`src/verilog/lpr_pkg.sv`:
```
/*
  constants, field layout, timing and state types of the light/proximity readout.
  assumes a 100 MHz core clock and a two-wire serial bus master outside the device.
*/
package lpr_pkg;
  // register offsets
  localparam logic [3:0] REG_CFG = 4'h1;
  localparam logic [3:0] REG_INT = 4'h2;
  localparam logic [3:0] REG_PLT = 4'h3;
  localparam logic [3:0] REG_PHT = 4'h4;
  localparam logic [3:0] REG_ALT = 4'h5;
  localparam logic [3:0] REG_ATS = 4'h6;
  localparam logic [3:0] REG_AHU = 4'h7;
  localparam logic [3:0] REG_PRES = 4'h8;
  localparam logic [3:0] REG_ARL = 4'h9;
  localparam logic [3:0] REG_ARH = 4'hA;
  localparam logic [3:0] REG_T1 = 4'hE;
  localparam logic [3:0] REG_T2 = 4'hF;
  // field positions
  localparam int CFG_PEN = 7;
  localparam int CFG_SLP = 4;
  localparam int CFG_DRV = 3;
  localparam int CFG_AEN = 2;
  localparam int CFG_RNG = 1;
  localparam int CFG_IRM = 0;
  localparam int INT_PFLAG = 7;
  localparam int INT_PPRST = 5;
  localparam int INT_AFLAG = 3;
  localparam int INT_APRST = 1;
  localparam int INT_AND = 0;
  // reset values and address
  localparam logic [7:0] RST_PHT = 8'hFF;
  localparam logic [7:0] RST_ATS = 8'hF0; // high threshold low nibble all ones, low threshold top nibble zero
  localparam logic [7:0] RST_AHU = 8'hFF;
  localparam logic [5:0] ADDR_HI = 6'h22;
  // timing
  localparam int CLK_NS = 10;
  localparam int ALS_PERIOD_US = 100000;
  localparam int PROX_CONV_US = 540;
  localparam int LED_ON_US = 100;
  localparam int SLEEP_UNIT_US = 12500;
  localparam logic [31:0] ALS_PERIOD_CYC = 32'(ALS_PERIOD_US * 1000 / CLK_NS);
  localparam logic [31:0] PROX_CONV_CYC = 32'(PROX_CONV_US * 1000 / CLK_NS);
  localparam logic [31:0] LED_ON_CYC = 32'(LED_ON_US * 1000 / CLK_NS);
  localparam logic [31:0] SLEEP_UNIT_CYC = 32'(SLEEP_UNIT_US * 1000 / CLK_NS);

  typedef enum logic [4:0] {I_IDLE = 5'h01, I_RX = 5'h02, I_ACK = 5'h04, I_TX = 5'h08,
                            I_MACK = 5'h10} lpr_i2c_e;
  typedef enum logic [3:0] {P_OFF = 4'h1, P_LED = 4'h2, P_CONV = 4'h4, P_SLEEP = 4'h8} lpr_prox_e;

  typedef struct packed {
    logic scl1, scl2, scl3, sda1, sda2, sda3, ad1, ad2;
    logic [7:0] ir1, ir2;
    logic [11:0] av1, av2, ai1, ai2;
    lpr_i2c_e st;
    logic [3:0] bits;
    logic [1:0] bidx;
    logic rd;
    logic [7:0] sh;
    logic [3:0] ptr;
    logic [7:0] cfg, intc, plt, pht, alt, ats, ahu, pres, t1, t2;
    logic [11:0] ares;
    logic [31:0] atim, ptim;
    logic [4:0] acnt, phc, plc;
    lpr_prox_e pst;
    logic [6:0] units;
    logic [7:0] pre, post;
    logic led, led_hi, sda_oe, sda_o, int_n;
  } lpr_state_s;

  // trips needed for a persistence code
  function automatic logic [4:0] lpr_need(input logic [1:0] c);
    unique case (c)
      2'h0: return 5'h01;
      2'h1: return 5'h04;
      2'h2: return 5'h08;
      default: return 5'h10;
    endcase
  endfunction

  // saturating trip counter step
  function automatic logic [4:0] lpr_inc(input logic [4:0] c);
    return (c == 5'h10) ? c : c + 5'h01;
  endfunction

  // sleep length in 12.5 ms units
  function automatic logic [6:0] lpr_slp(input logic [2:0] c);
    unique case (c)
      3'h7: return 7'h00;
      3'h6: return 7'h01;
      3'h5: return 7'h04;
      3'h4: return 7'h06;
      3'h3: return 7'h08;
      3'h2: return 7'h10;
      3'h1: return 7'h20;
      default: return 7'h40;
    endcase
  endfunction
endpackage

```
`src/verilog/lpr_top.sv`:
```
/*
  light/proximity readout: serial register port, both converters, thresholds, interrupt pin.
  assumes analog front ends deliver codes as levels; all pins come from outside the clock domain.
*/
`timescale 1ns/1ps
module lpr_top #(
  parameter logic [31:0] ALS_PERIOD = lpr_pkg::ALS_PERIOD_CYC,
  parameter logic [31:0] PROX_CONV = lpr_pkg::PROX_CONV_CYC,
  parameter logic [31:0] LED_ON = lpr_pkg::LED_ON_CYC,
  parameter logic [31:0] SLEEP_UNIT = lpr_pkg::SLEEP_UNIT_CYC
) (
  input wire logic core_clk, // 100 MHz
  input wire logic reset_n, // async, active low
  input wire logic scl_i, // bus clock level
  input wire logic sda_i, // bus data level
  output logic sda_o, // data drive value, always low
  output logic sda_oe, // high while pulling data low
  input wire logic address_select_pin, // address bit 0
  input wire logic [11:0] als_visible_code, // visible front-end code
  input wire logic [11:0] als_ir_code, // infrared front-end code
  input wire logic [7:0] prox_ir_level, // proximity ir level
  output logic int_n, // interrupt, active low
  output logic led_sink_pin, // led current sink on
  output logic led_drive_strength, // 1 = high amplitude
  output logic ambient_range_select // range to front end
);
  import lpr_pkg::*;

  lpr_state_s r, n;
  logic rise, fall, start, stop, wr, normal, atrip, aevt, pstore, pset;
  logic [11:0] acode, alo, ahi;
  logic [7:0] pdiff;

  // register read mux
  function automatic logic [7:0] rdata(input lpr_state_s s, input logic [3:0] a);
    unique case (a)
      REG_CFG: return s.cfg;
      REG_INT: return s.intc;
      REG_PLT: return s.plt;
      REG_PHT: return s.pht;
      REG_ALT: return s.alt;
      REG_ATS: return s.ats;
      REG_AHU: return s.ahu;
      REG_PRES: return s.pres;
      REG_ARL: return s.ares[7:0];
      REG_ARH: return {4'h0, s.ares[11:8]};
      REG_T1: return s.t1;
      REG_T2: return s.t2;
      default: return 8'h00;
    endcase
  endfunction

  ////////////////////////////////////////////////////////////////////////////
  // next state
  always_comb begin
    n = r;
    // two-stage synchronisers, third stage only for bus edge detection
    n.scl1 = scl_i;
    n.scl2 = r.scl1;
    n.scl3 = r.scl2;
    n.sda1 = sda_i;
    n.sda2 = r.sda1;
    n.sda3 = r.sda2;
    n.ad1 = address_select_pin;
    n.ad2 = r.ad1;
    n.ir1 = prox_ir_level;
    n.ir2 = r.ir1;
    n.av1 = als_visible_code;
    n.av2 = r.av1;
    n.ai1 = als_ir_code;
    n.ai2 = r.ai1;
    rise = r.scl2 & ~r.scl3;
    fall = ~r.scl2 & r.scl3;
    start = r.scl2 & r.scl3 & r.sda3 & ~r.sda2;
    stop = r.scl2 & r.scl3 & ~r.sda3 & r.sda2;
    wr = 1'b0;
    // bus slave
    if (start) begin
      n.st = I_RX;
      n.bits = 4'h0;
      n.bidx = 2'h0;
      n.sda_oe = 1'b0;
    end else if (stop) begin
      n.st = I_IDLE;
      n.sda_oe = 1'b0;
    end else begin
      unique case (r.st)
        I_IDLE: ;
        I_RX: begin
          if (rise) begin
            n.sh = {r.sh[6:0], r.sda2};
            n.bits = r.bits + 4'h1;
          end else if (fall && r.bits == 4'h8) begin
            n.bits = 4'h0;
            n.bidx = (r.bidx == 2'h2) ? r.bidx : r.bidx + 2'h1;
            if (r.bidx == 2'h0) begin
              if (r.sh[7:1] == {ADDR_HI, r.ad2}) begin
                n.sda_oe = 1'b1;
                n.rd = r.sh[0];
                n.st = I_ACK;
              end else begin
                n.st = I_IDLE;
              end
            end else begin
              n.sda_oe = 1'b1;
              n.st = I_ACK;
              n.rd = 1'b0;
              if (r.bidx == 2'h1) begin
                n.ptr = r.sh[3:0];
              end else begin
                wr = 1'b1;
                n.ptr = r.ptr + 4'h1;
              end
            end
          end
        end
        I_ACK: begin
          if (fall) begin
            if (r.rd) begin
              n.st = I_TX;
              n.sh = rdata(r, r.ptr);
              n.sda_oe = ~n.sh[7];
              n.bits = 4'h1;
              n.ptr = r.ptr + 4'h1;
            end else begin
              n.sda_oe = 1'b0;
              n.st = I_RX;
            end
          end
        end
        I_TX: begin
          if (fall) begin
            if (r.bits == 4'h8) begin
              n.sda_oe = 1'b0;
              n.st = I_MACK;
            end else begin
              n.sda_oe = ~r.sh[6];
              n.sh = {r.sh[6:0], 1'b0};
              n.bits = r.bits + 4'h1;
            end
          end
        end
        I_MACK: begin
          if (rise) begin
            n.st = r.sda2 ? I_IDLE : I_ACK;
          end
        end
      endcase
    end
    // register writes; a written zero clears a flag, a written one keeps it
    if (wr) begin
      unique case (r.ptr)
        REG_CFG: n.cfg = r.sh;
        REG_INT: n.intc = {r.intc[INT_PFLAG] & r.sh[INT_PFLAG], r.sh[6:5], 1'b0,
                           r.intc[INT_AFLAG] & r.sh[INT_AFLAG], r.sh[2:0]};
        REG_PLT: n.plt = r.sh;
        REG_PHT: n.pht = r.sh;
        REG_ALT: n.alt = r.sh;
        REG_ATS: n.ats = r.sh;
        REG_AHU: n.ahu = r.sh;
        REG_T1: n.t1 = r.sh;
        REG_T2: n.t2 = r.sh;
        default: ;
      endcase
    end
    normal = (r.t1 == 8'h00) && (r.t2 == 8'h00);
    // ambient channel, free running on its own timer
    acode = r.cfg[CFG_IRM] ? r.ai2 : r.av2;
    alo = {r.ats[3:0], r.alt};
    ahi = {r.ahu, r.ats[7:4]};
    atrip = (acode < alo) || (acode > ahi);
    aevt = r.cfg[CFG_AEN] && normal && r.atim == ALS_PERIOD - 32'h1;
    if (!(r.cfg[CFG_AEN] && normal)) begin
      n.atim = 32'h0;
      n.acnt = 5'h00;
    end else if (aevt) begin
      n.atim = 32'h0;
      n.ares = acode;
      n.acnt = atrip ? lpr_inc(r.acnt) : 5'h00;
      if (atrip && lpr_inc(r.acnt) >= lpr_need(r.intc[INT_APRST +: 2])) begin
        n.intc[INT_AFLAG] = 1'b1;
      end
    end else begin
      n.atim = r.atim + 32'h1;
    end
    // proximity channel
    pdiff = (r.post > r.pre) ? r.post - r.pre : 8'h00;
    pstore = 1'b0;
    pset = 1'b0;
    if (!(r.cfg[CFG_PEN] && normal)) begin
      n.pst = P_OFF;
      n.led = 1'b0;
      n.ptim = 32'h0;
      n.phc = 5'h00;
      n.plc = 5'h00;
    end else begin
      unique case (r.pst)
        P_OFF: begin
          n.pst = P_LED;
          n.pre = r.ir2;
          n.led = 1'b1;
          n.led_hi = r.cfg[CFG_DRV];
          n.ptim = 32'h1;
        end
        P_LED: begin
          n.ptim = r.ptim + 32'h1;
          if (r.ptim == LED_ON) begin
            n.led = 1'b0;
            n.post = r.ir2;
            n.pst = P_CONV;
          end
        end
        P_CONV: begin
          n.ptim = r.ptim + 32'h1;
          if (r.ptim == PROX_CONV - 32'h1) begin
            pstore = 1'b1;
            n.pres = pdiff;
            n.pst = P_SLEEP;
            n.ptim = 32'h0;
            n.units = lpr_slp(r.cfg[CFG_SLP +: 3]);
            n.phc = (pdiff > r.pht) ? lpr_inc(r.phc) : 5'h00;
            n.plc = (pdiff < r.plt) ? lpr_inc(r.plc) : 5'h00;
            if (pdiff < r.plt && lpr_inc(r.plc) >= lpr_need(r.intc[INT_PPRST +: 2])) begin
              n.intc[INT_PFLAG] = 1'b0;
            end
            if (pdiff > r.pht && lpr_inc(r.phc) >= lpr_need(r.intc[INT_PPRST +: 2])) begin
              pset = 1'b1;
              n.intc[INT_PFLAG] = 1'b1;
            end
          end
        end
        P_SLEEP: begin
          if (r.units == 7'h00) begin
            n.pst = P_OFF;
          end else if (r.ptim == SLEEP_UNIT - 32'h1) begin
            n.ptim = 32'h0;
            n.units = r.units - 7'h01;
          end else begin
            n.ptim = r.ptim + 32'h1;
          end
        end
      endcase
    end
    // interrupt pin from the two flags
    n.int_n = r.intc[INT_AND] ? ~(r.intc[INT_PFLAG] & r.intc[INT_AFLAG])
                              : ~(r.intc[INT_PFLAG] | r.intc[INT_AFLAG]);
    n.sda_o = 1'b0;
  end

  ////////////////////////////////////////////////////////////////////////////
  // state register
  always_ff @(posedge core_clk or negedge reset_n) begin
    if (!reset_n) begin
      r <= '0;
      r.scl1 <= 1'b1;
      r.scl2 <= 1'b1;
      r.scl3 <= 1'b1;
      r.sda1 <= 1'b1;
      r.sda2 <= 1'b1;
      r.sda3 <= 1'b1;
      r.st <= I_IDLE;
      r.pst <= P_OFF;
      r.pht <= RST_PHT;
      r.ats <= RST_ATS;
      r.ahu <= RST_AHU;
      r.int_n <= 1'b1;
    end else begin
      r <= n;
    end
  end

  // outputs straight from the state register
  assign sda_o = r.sda_o;
  assign sda_oe = r.sda_oe;
  assign int_n = r.int_n;
  assign led_sink_pin = r.led;
  assign led_drive_strength = r.led_hi;
  assign ambient_range_select = r.cfg[CFG_RNG];
endmodule // lpr_top

```
`config.mk`:
```
export PLATFORM = sky130hd
export DESIGN_NAME = lpr_top
export DESIGN_NICKNAME = d
export VERILOG_FILES = /design/src/verilog/lpr_pkg.sv /design/src/verilog/lpr_top.sv
export SDC_FILE = /design/constraint.sdc
export NUM_CORES = 1
export LEC_CHECK = 0
export ABC_AREA = 0
export BUFFER_PORTS_ARGS = -buffer_cell sky130_fd_sc_hd__buf_4
export CAP_MARGIN = 20
export CORE_MARGIN = 4
export CORE_UTILIZATION = 57
export CTS_CLUSTER_DIAMETER = 50
export DETAILED_ROUTE_END_ITERATION = 8
export GPL_TIMING_DRIVEN = 0
export PLACE_DENSITY_LB_ADDON = 0.3
export SYNTH_ARGS = -nofsm -noshare
export SYNTH_HDL_FRONTEND = slang
export SYNTH_SLANG_ARGS = --single-unit
```
`constraint.sdc`:
```
create_clock -name core_clk -period 2.9 [get_ports core_clk]
set_input_delay 0.145 -clock core_clk [delete_from_list [all_inputs] [get_ports core_clk]]
set_output_delay 0.145 -clock core_clk [all_outputs]
set_load 0.05 [all_outputs]
```
# Yosys cells after proc, flatten, opt, wreduce, memory -nomap -nowiden
# Index checks and enable logic that the tools add are counted.
# Widths: inputs -> output; s select.
# classes
n_lt_le_gt_ge	8
bitwise	22
eq_ne	77
reduce_logical	47
add_sub_neg	10
n_mux	111
# ops
operator	count
$mux 32	6
$pmux 32 s4	1
$mux 8	15
$pmux 8 s12	1
$mux 5	18
$add 32x1->32 const B	2
$pmux 7 s7	1
$mux 12	4
$mux 48	1
$mux 4	10
$eq 32x14->1 const B	1
$eq 32x16->1 const B	1
$eq 32x21->1 const B	1
$eq 32x24->1 const B	1
$mux 1	30
$pmux 5 s3	2
$eq 4x4->1 const B	7
$ne 2x2->1 const B	14
$ne 4x4->1 const B	7
$reduce_and 2->1	13
$ne 3x3->1 const B	8
$pmux 8 s3	1
$mux 21	1
$eq 4x3->1 const B	5
58 further kinds	124
# word_totals
input_bits	37
reg_bits	297
output_inout_bits	6
wordCells	320

# Longest topological paths before layout
# depth
word_depth	14
depth_mapped	15
ltp_nobuf	15

# Worst setup path before layout
# OpenSTA, ideal clock, no wires.
# synth_path
path_kind	reg2reg
from	register r[10] (netlist bit)
to	register r[38] (netlist bit)
arrival_time_ns	3.126
setup_time_ns	0.104
path_slack_ns	-0.330
required_time_ns	2.796
path_buffers	0
path_stages_with_launch	14
cell_sequence	dfrtp_1 > ha_1 > a211oi_1 > nor2_1 > or3_1 > o21ai_1 > nor2_1 > ha_1 > nor2b_1 > o21a_1 > o21ai_0 > a211oi_1 > o21ai_0 > o311ai_1
# synth_via
elab_chain_cells	7
elab_cells_between_ends	8
cone_classes	1 x add/sub; 2 x order compare; 5 x mux
# synth_rtl
item	line_no	text
start: declaration	lpr_top.sv:29	lpr_state_s r, n;
start signal: assignment	lpr_top.sv:268	r <= n;
$gt 8x8->1	lpr_top.sv:187	pdiff = (r.post > r.pre) ? r.post - r.pre : 8'h00;
$mux 8	lpr_top.sv:187	
net pdiff[1]	lpr_top.sv:32	logic [7:0] pdiff;
$gt 8x8->1	lpr_top.sv:221	n.phc = (pdiff > r.pht) ? lpr_inc(r.phc) : 5'h00;
$mux 5	lpr_top.sv:221	
$mux 21	lpr_top.sv:215	if (r.ptim == PROX_CONV - 32'h1) begin
$mux 10	lpr_top.sv:197	unique case (r.pst)
$mux 14	lpr_top.sv:190	if (!(r.cfg[CFG_PEN] && normal)) begin
# The timed path passes the listed nets, and every way through them passes these cells. The select of a mux whose other input is x is not followed.
# A chain may end at the register's enable or synchronous reset.

# Worst setup path in the final report
# layout_path
from	register r[13] (netlist bit)
to	register r[38] (netlist bit)
# layout_via
elab_chain_cells	7
elab_cells_between_ends	8
cone_classes	1 x add/sub; 2 x order compare; 5 x mux
# layout_rtl
item	line_no
$sub 8x8->8 or $gt 8x8->1 (tied branches)	lpr_top.sv:187
$mux 8 (*)	lpr_top.sv:187
net pdiff[1]	lpr_top.sv:32
$gt 8x8->1 (*)	lpr_top.sv:221
$mux 5 (*)	lpr_top.sv:221
$mux 21 (*)	lpr_top.sv:215
$mux 10 (*)	lpr_top.sv:197
$mux 14 (*)	lpr_top.sv:190
# The timed path passes the listed nets; every way through them passes the cells marked *. The select of a mux whose other input is x is not followed.

==> summary.txt <==
status - finished, violations left
failing checks - negative setup slack
Seq pwr share - 47.9%
P&R area growth vs syn - 17.6%
TritonCTS Sinks - 297
worst min-delay path category - in2async
Die Area - 29,700 um2
initial core utilization - 58.5%
total congestion overflow - 0
synth top area cells - dfrtp_1 (44%), mux2_2 (8.4%), ha_1 (6.3%), dfstp_2 (5.0%), nor2_1 (2.8%)
cell count after synthesis - 1,478
Hold Vio Cnt, Final - 0
Worst Path Max Fanout - 5
Commonest cells post-synth - dfrtp_1 (268), nor2_1 (116), mux2_2 (115)
antenna-violating nets left - 0
Sw Pwr - 0.00201 W
final worst slack - -341 ps
Core ar. - 26,300 um2
share of the clock period used by the worst path - 112%
Rows - 59
DR WL met3 - 2370 um
Post-Route Skew - 11.0 ps
sequential area share after synthesis - 48.5%
CTS tree - yes
WL met1 - 16,700 um
num ports - 43
Syn Nets - 1,594
final max-slew violation count - 0
EDFF count, synth - 0
first-pass GRT wire length - 63,400 um
final wirelength - 39,100 um
ratio of cells with drive above 1 in the final layout - 21.3%
Placed Cells - 1,856
IO Port Bufs - 41
1st-iter DRT viols - 1,197
Critical Path End Type - register
vias in the first global route - 12,200
Tmin final - 3240 ps
Arr. time, crit path - 3620 ps
die width - 172 um
clk slew on worst S/H paths - 60 ps
router iterations before antenna repair - 5
Crit path required time - 3280 ps
Max Used Layer - met4
Tot GR Track Use - 26.6%
FF-to-FF path depth - 15
Core Util, Final - 68.8%
Die Y - 172 um
max_slew headroom - 36.2%
count leader, synth - dfrtp_1
yosys warns - 0
switching share of power - 22.7%
DP Wirelength - 26,300 um
Final Non-Filler Cells - 1,971
Static Leak - 7.62 nW
clk buf depth - 3
ys flop type - dfrtp_1
Worst-Skew Late Latency - 520 ps
Cell Pwr Density - 491 nW/um2
vias - 12,300
routability cong. - 0.976
Worst VDD drop - 0.407 mV
area leader, netlist - dfrtp_1
Fmax - 309 MHz
Clk pwr share - 48.5%
initial antenna violation count - 0
Post-Syn Area - 15,400 um2
CTS Buf Count - 36
Distinct cells, synth - 81
# diodes - 0
syn_area_per_cell - 10.4 um2
largest net degree at the start of global routing - 125
DR DRC count - 0
P_int - 0.00686 W
vias per cell - 6.26
area share of the largest cell type after synthesis - 43.6%
asr flop ratio synth - 100%
dpl ws - -494 ps
Setup crit start kind - register
Slew @ Worst Pin - 943 ps
clk root buf - clkbuf_16
Nets - 1,726
FILL cells - 1,911
RSZ-0062 raised after global routing - true
Seq cells post-synth - 297
Comb pwr share - 3.6%
CTS HTree Levels - 2
max-cap violations - 0
critical path class - reg2reg
metal2 WL - 18,500 um
wire length per cell - 19.9 um
Setup violations, final - 11
-- per-stage QoR --
| stage | area (um2) | power [W] | setup TNS, ps | hold slack, ps |
|---|---|---|---|---|
| 3_3_place_gp | 16200 | 0.00458 | -213490 | 254 |
| 2_1_floorplan | 15400 | 0.00441 | -2.39 | -151 |
| 4_1_cts | 17900 | 0.00893 | -2680 | 250 |
| 6_report | 18100 | 0.00888 | -3280 | 214 |
| 5_1_grt | 18100 | 0.00916 | -4790 | 264 |
| 3_5_place_dp | 16200 | 0.00460 | -8300 | 188 |
-- critical path: stages (launching register included) --
cell	delay, ps
dfrtp_1	420
ha_4	180
fa_2	350
nand2b_4	180
a211oi_4	240
or3_4	190
o21ai_4	100
nor2_4	200
ha_4	240
nor2b_4	120
o21a_1	170
o21ai_2	150
a211oi_4	120
buf_4	150
o2111ai_2	180
o311ai_1	120
-- routing by layer --
| metal | GRT usage, % | vias to the layer above |
|---|---|---|
| met3 | 4.18 | 115 |
| met1 | 36.6 | 6146 |
| met5 | 0 | - |
| met4 | 9.47 | 0 |
| met2 | 43.4 | 474 |
| li1 | - | 5603 |
-- power by group through the flow --
stage / clock network [W] / logic [W] / registers, W
after floorplan: 0 / 0.000103 / 0.00431
after global routing: 0.00454 / 0.000361 / 0.00426
after detailed placement: 0 / 0.000276 / 0.00433
final: 0.00430 / 0.000321 / 0.00425
after global placement: 0 / 0.000254 / 0.00432
after CTS: 0.00436 / 0.000319 / 0.00425
-- flip-flops by register name, indices dropped and copies added (netlist names) --
signal and flops:
ahi 12, alo 12, ambient_range_select 1, int_n 1, led_drive_strength 1, led_sink_pin 1
n 37, r 231, sda_oe 1
-- final timing paths --
check,start,to,slack [ps]
setup reg to reg,r[13]$_DFFE_PN0P_,r[38]$_DFFE_PN0P_,-340
hold / removal,reset_n,r[221]$_DFFE_PN0P_,210
setup / recovery,r[13]$_DFFE_PN0P_,r[38]$_DFFE_PN0P_,-340
max in group asynchronous,reset_n,n[279]$_DFF_PN0_,1190
min in group core_clk,als_ir_code[6],n[233]$_DFF_PN0_,260
hold reg to reg,n[260]$_DFF_PN0_,r[260]$_DFF_PN0_,340
-- what timing repair did --
action | in CTS | in global routing
resized for setup | 31 | 30
hold endpoints to repair | 120 | 0
pin swaps | 7 | 21
hold buffers | 36 | 0
cloned | 1 | 0
setup buffers | 9 | 8
setup endpoints to repair | 60 | 84
-- layout make-up --
type,count,area (um2),area share [%]
plain buffers,64,270,1.49
clock buffers,52,1040,5.76
clock inverters,12,87.6,0.484
inverters,86,323,1.79
multi-input cells,1030,7620,42.1
flip-flops and latches,297,7470,41.3
well taps,335,419,2.32
repair buffers,95,855,4.73
-- logic make-up after synthesis --
kind of cell	Yosys count	share of synthesized area (%)
AO/OA/AOI/OAI	251	10.9
XOR/XNOR	63	3.59
adder cells (fa/ha/maj)	79	6.47
buffers and inverters	152	3.86
flip-flops	297	48.5
multiplexers	125	9.15
other	1	0.0244
AND/OR/NAND/NOR	510	17.5
-- cell usage in the layout, fill, tap and decap left out, drive strengths merged, types with 8 or more instances in the layout --
| cell type | n |
|---|---|
| dfrtp | 268 |
| nor2 | 128 |
| mux2 | 115 |
| clkbuf | 107 |
| nand2 | 97 |
| inv | 91 |
| ha | 78 |
| nand3 | 72 |
| buf | 68 |
| o21ai | 68 |
| a21oi | 58 |
| nand4 | 43 |
| dlygate4sd3 | 36 |
| xor2 | 35 |
| nor3 | 34 |
| dfstp | 29 |
| xnor2 | 28 |
| nor4 | 26 |
| and3 | 21 |
| nand2b | 14 |
| o211ai | 13 |
| or3 | 12 |
| nor2b | 11 |
| a31oi | 10 |
| and2 | 9 |
| mux2i | 9 |
| a22oi | 9 |
| a22o | 9 |
| and4 | 8 |
| o31ai | 8 |
| a211oi | 8 |
Note: power is estimated with default switching activity, not from simulation.
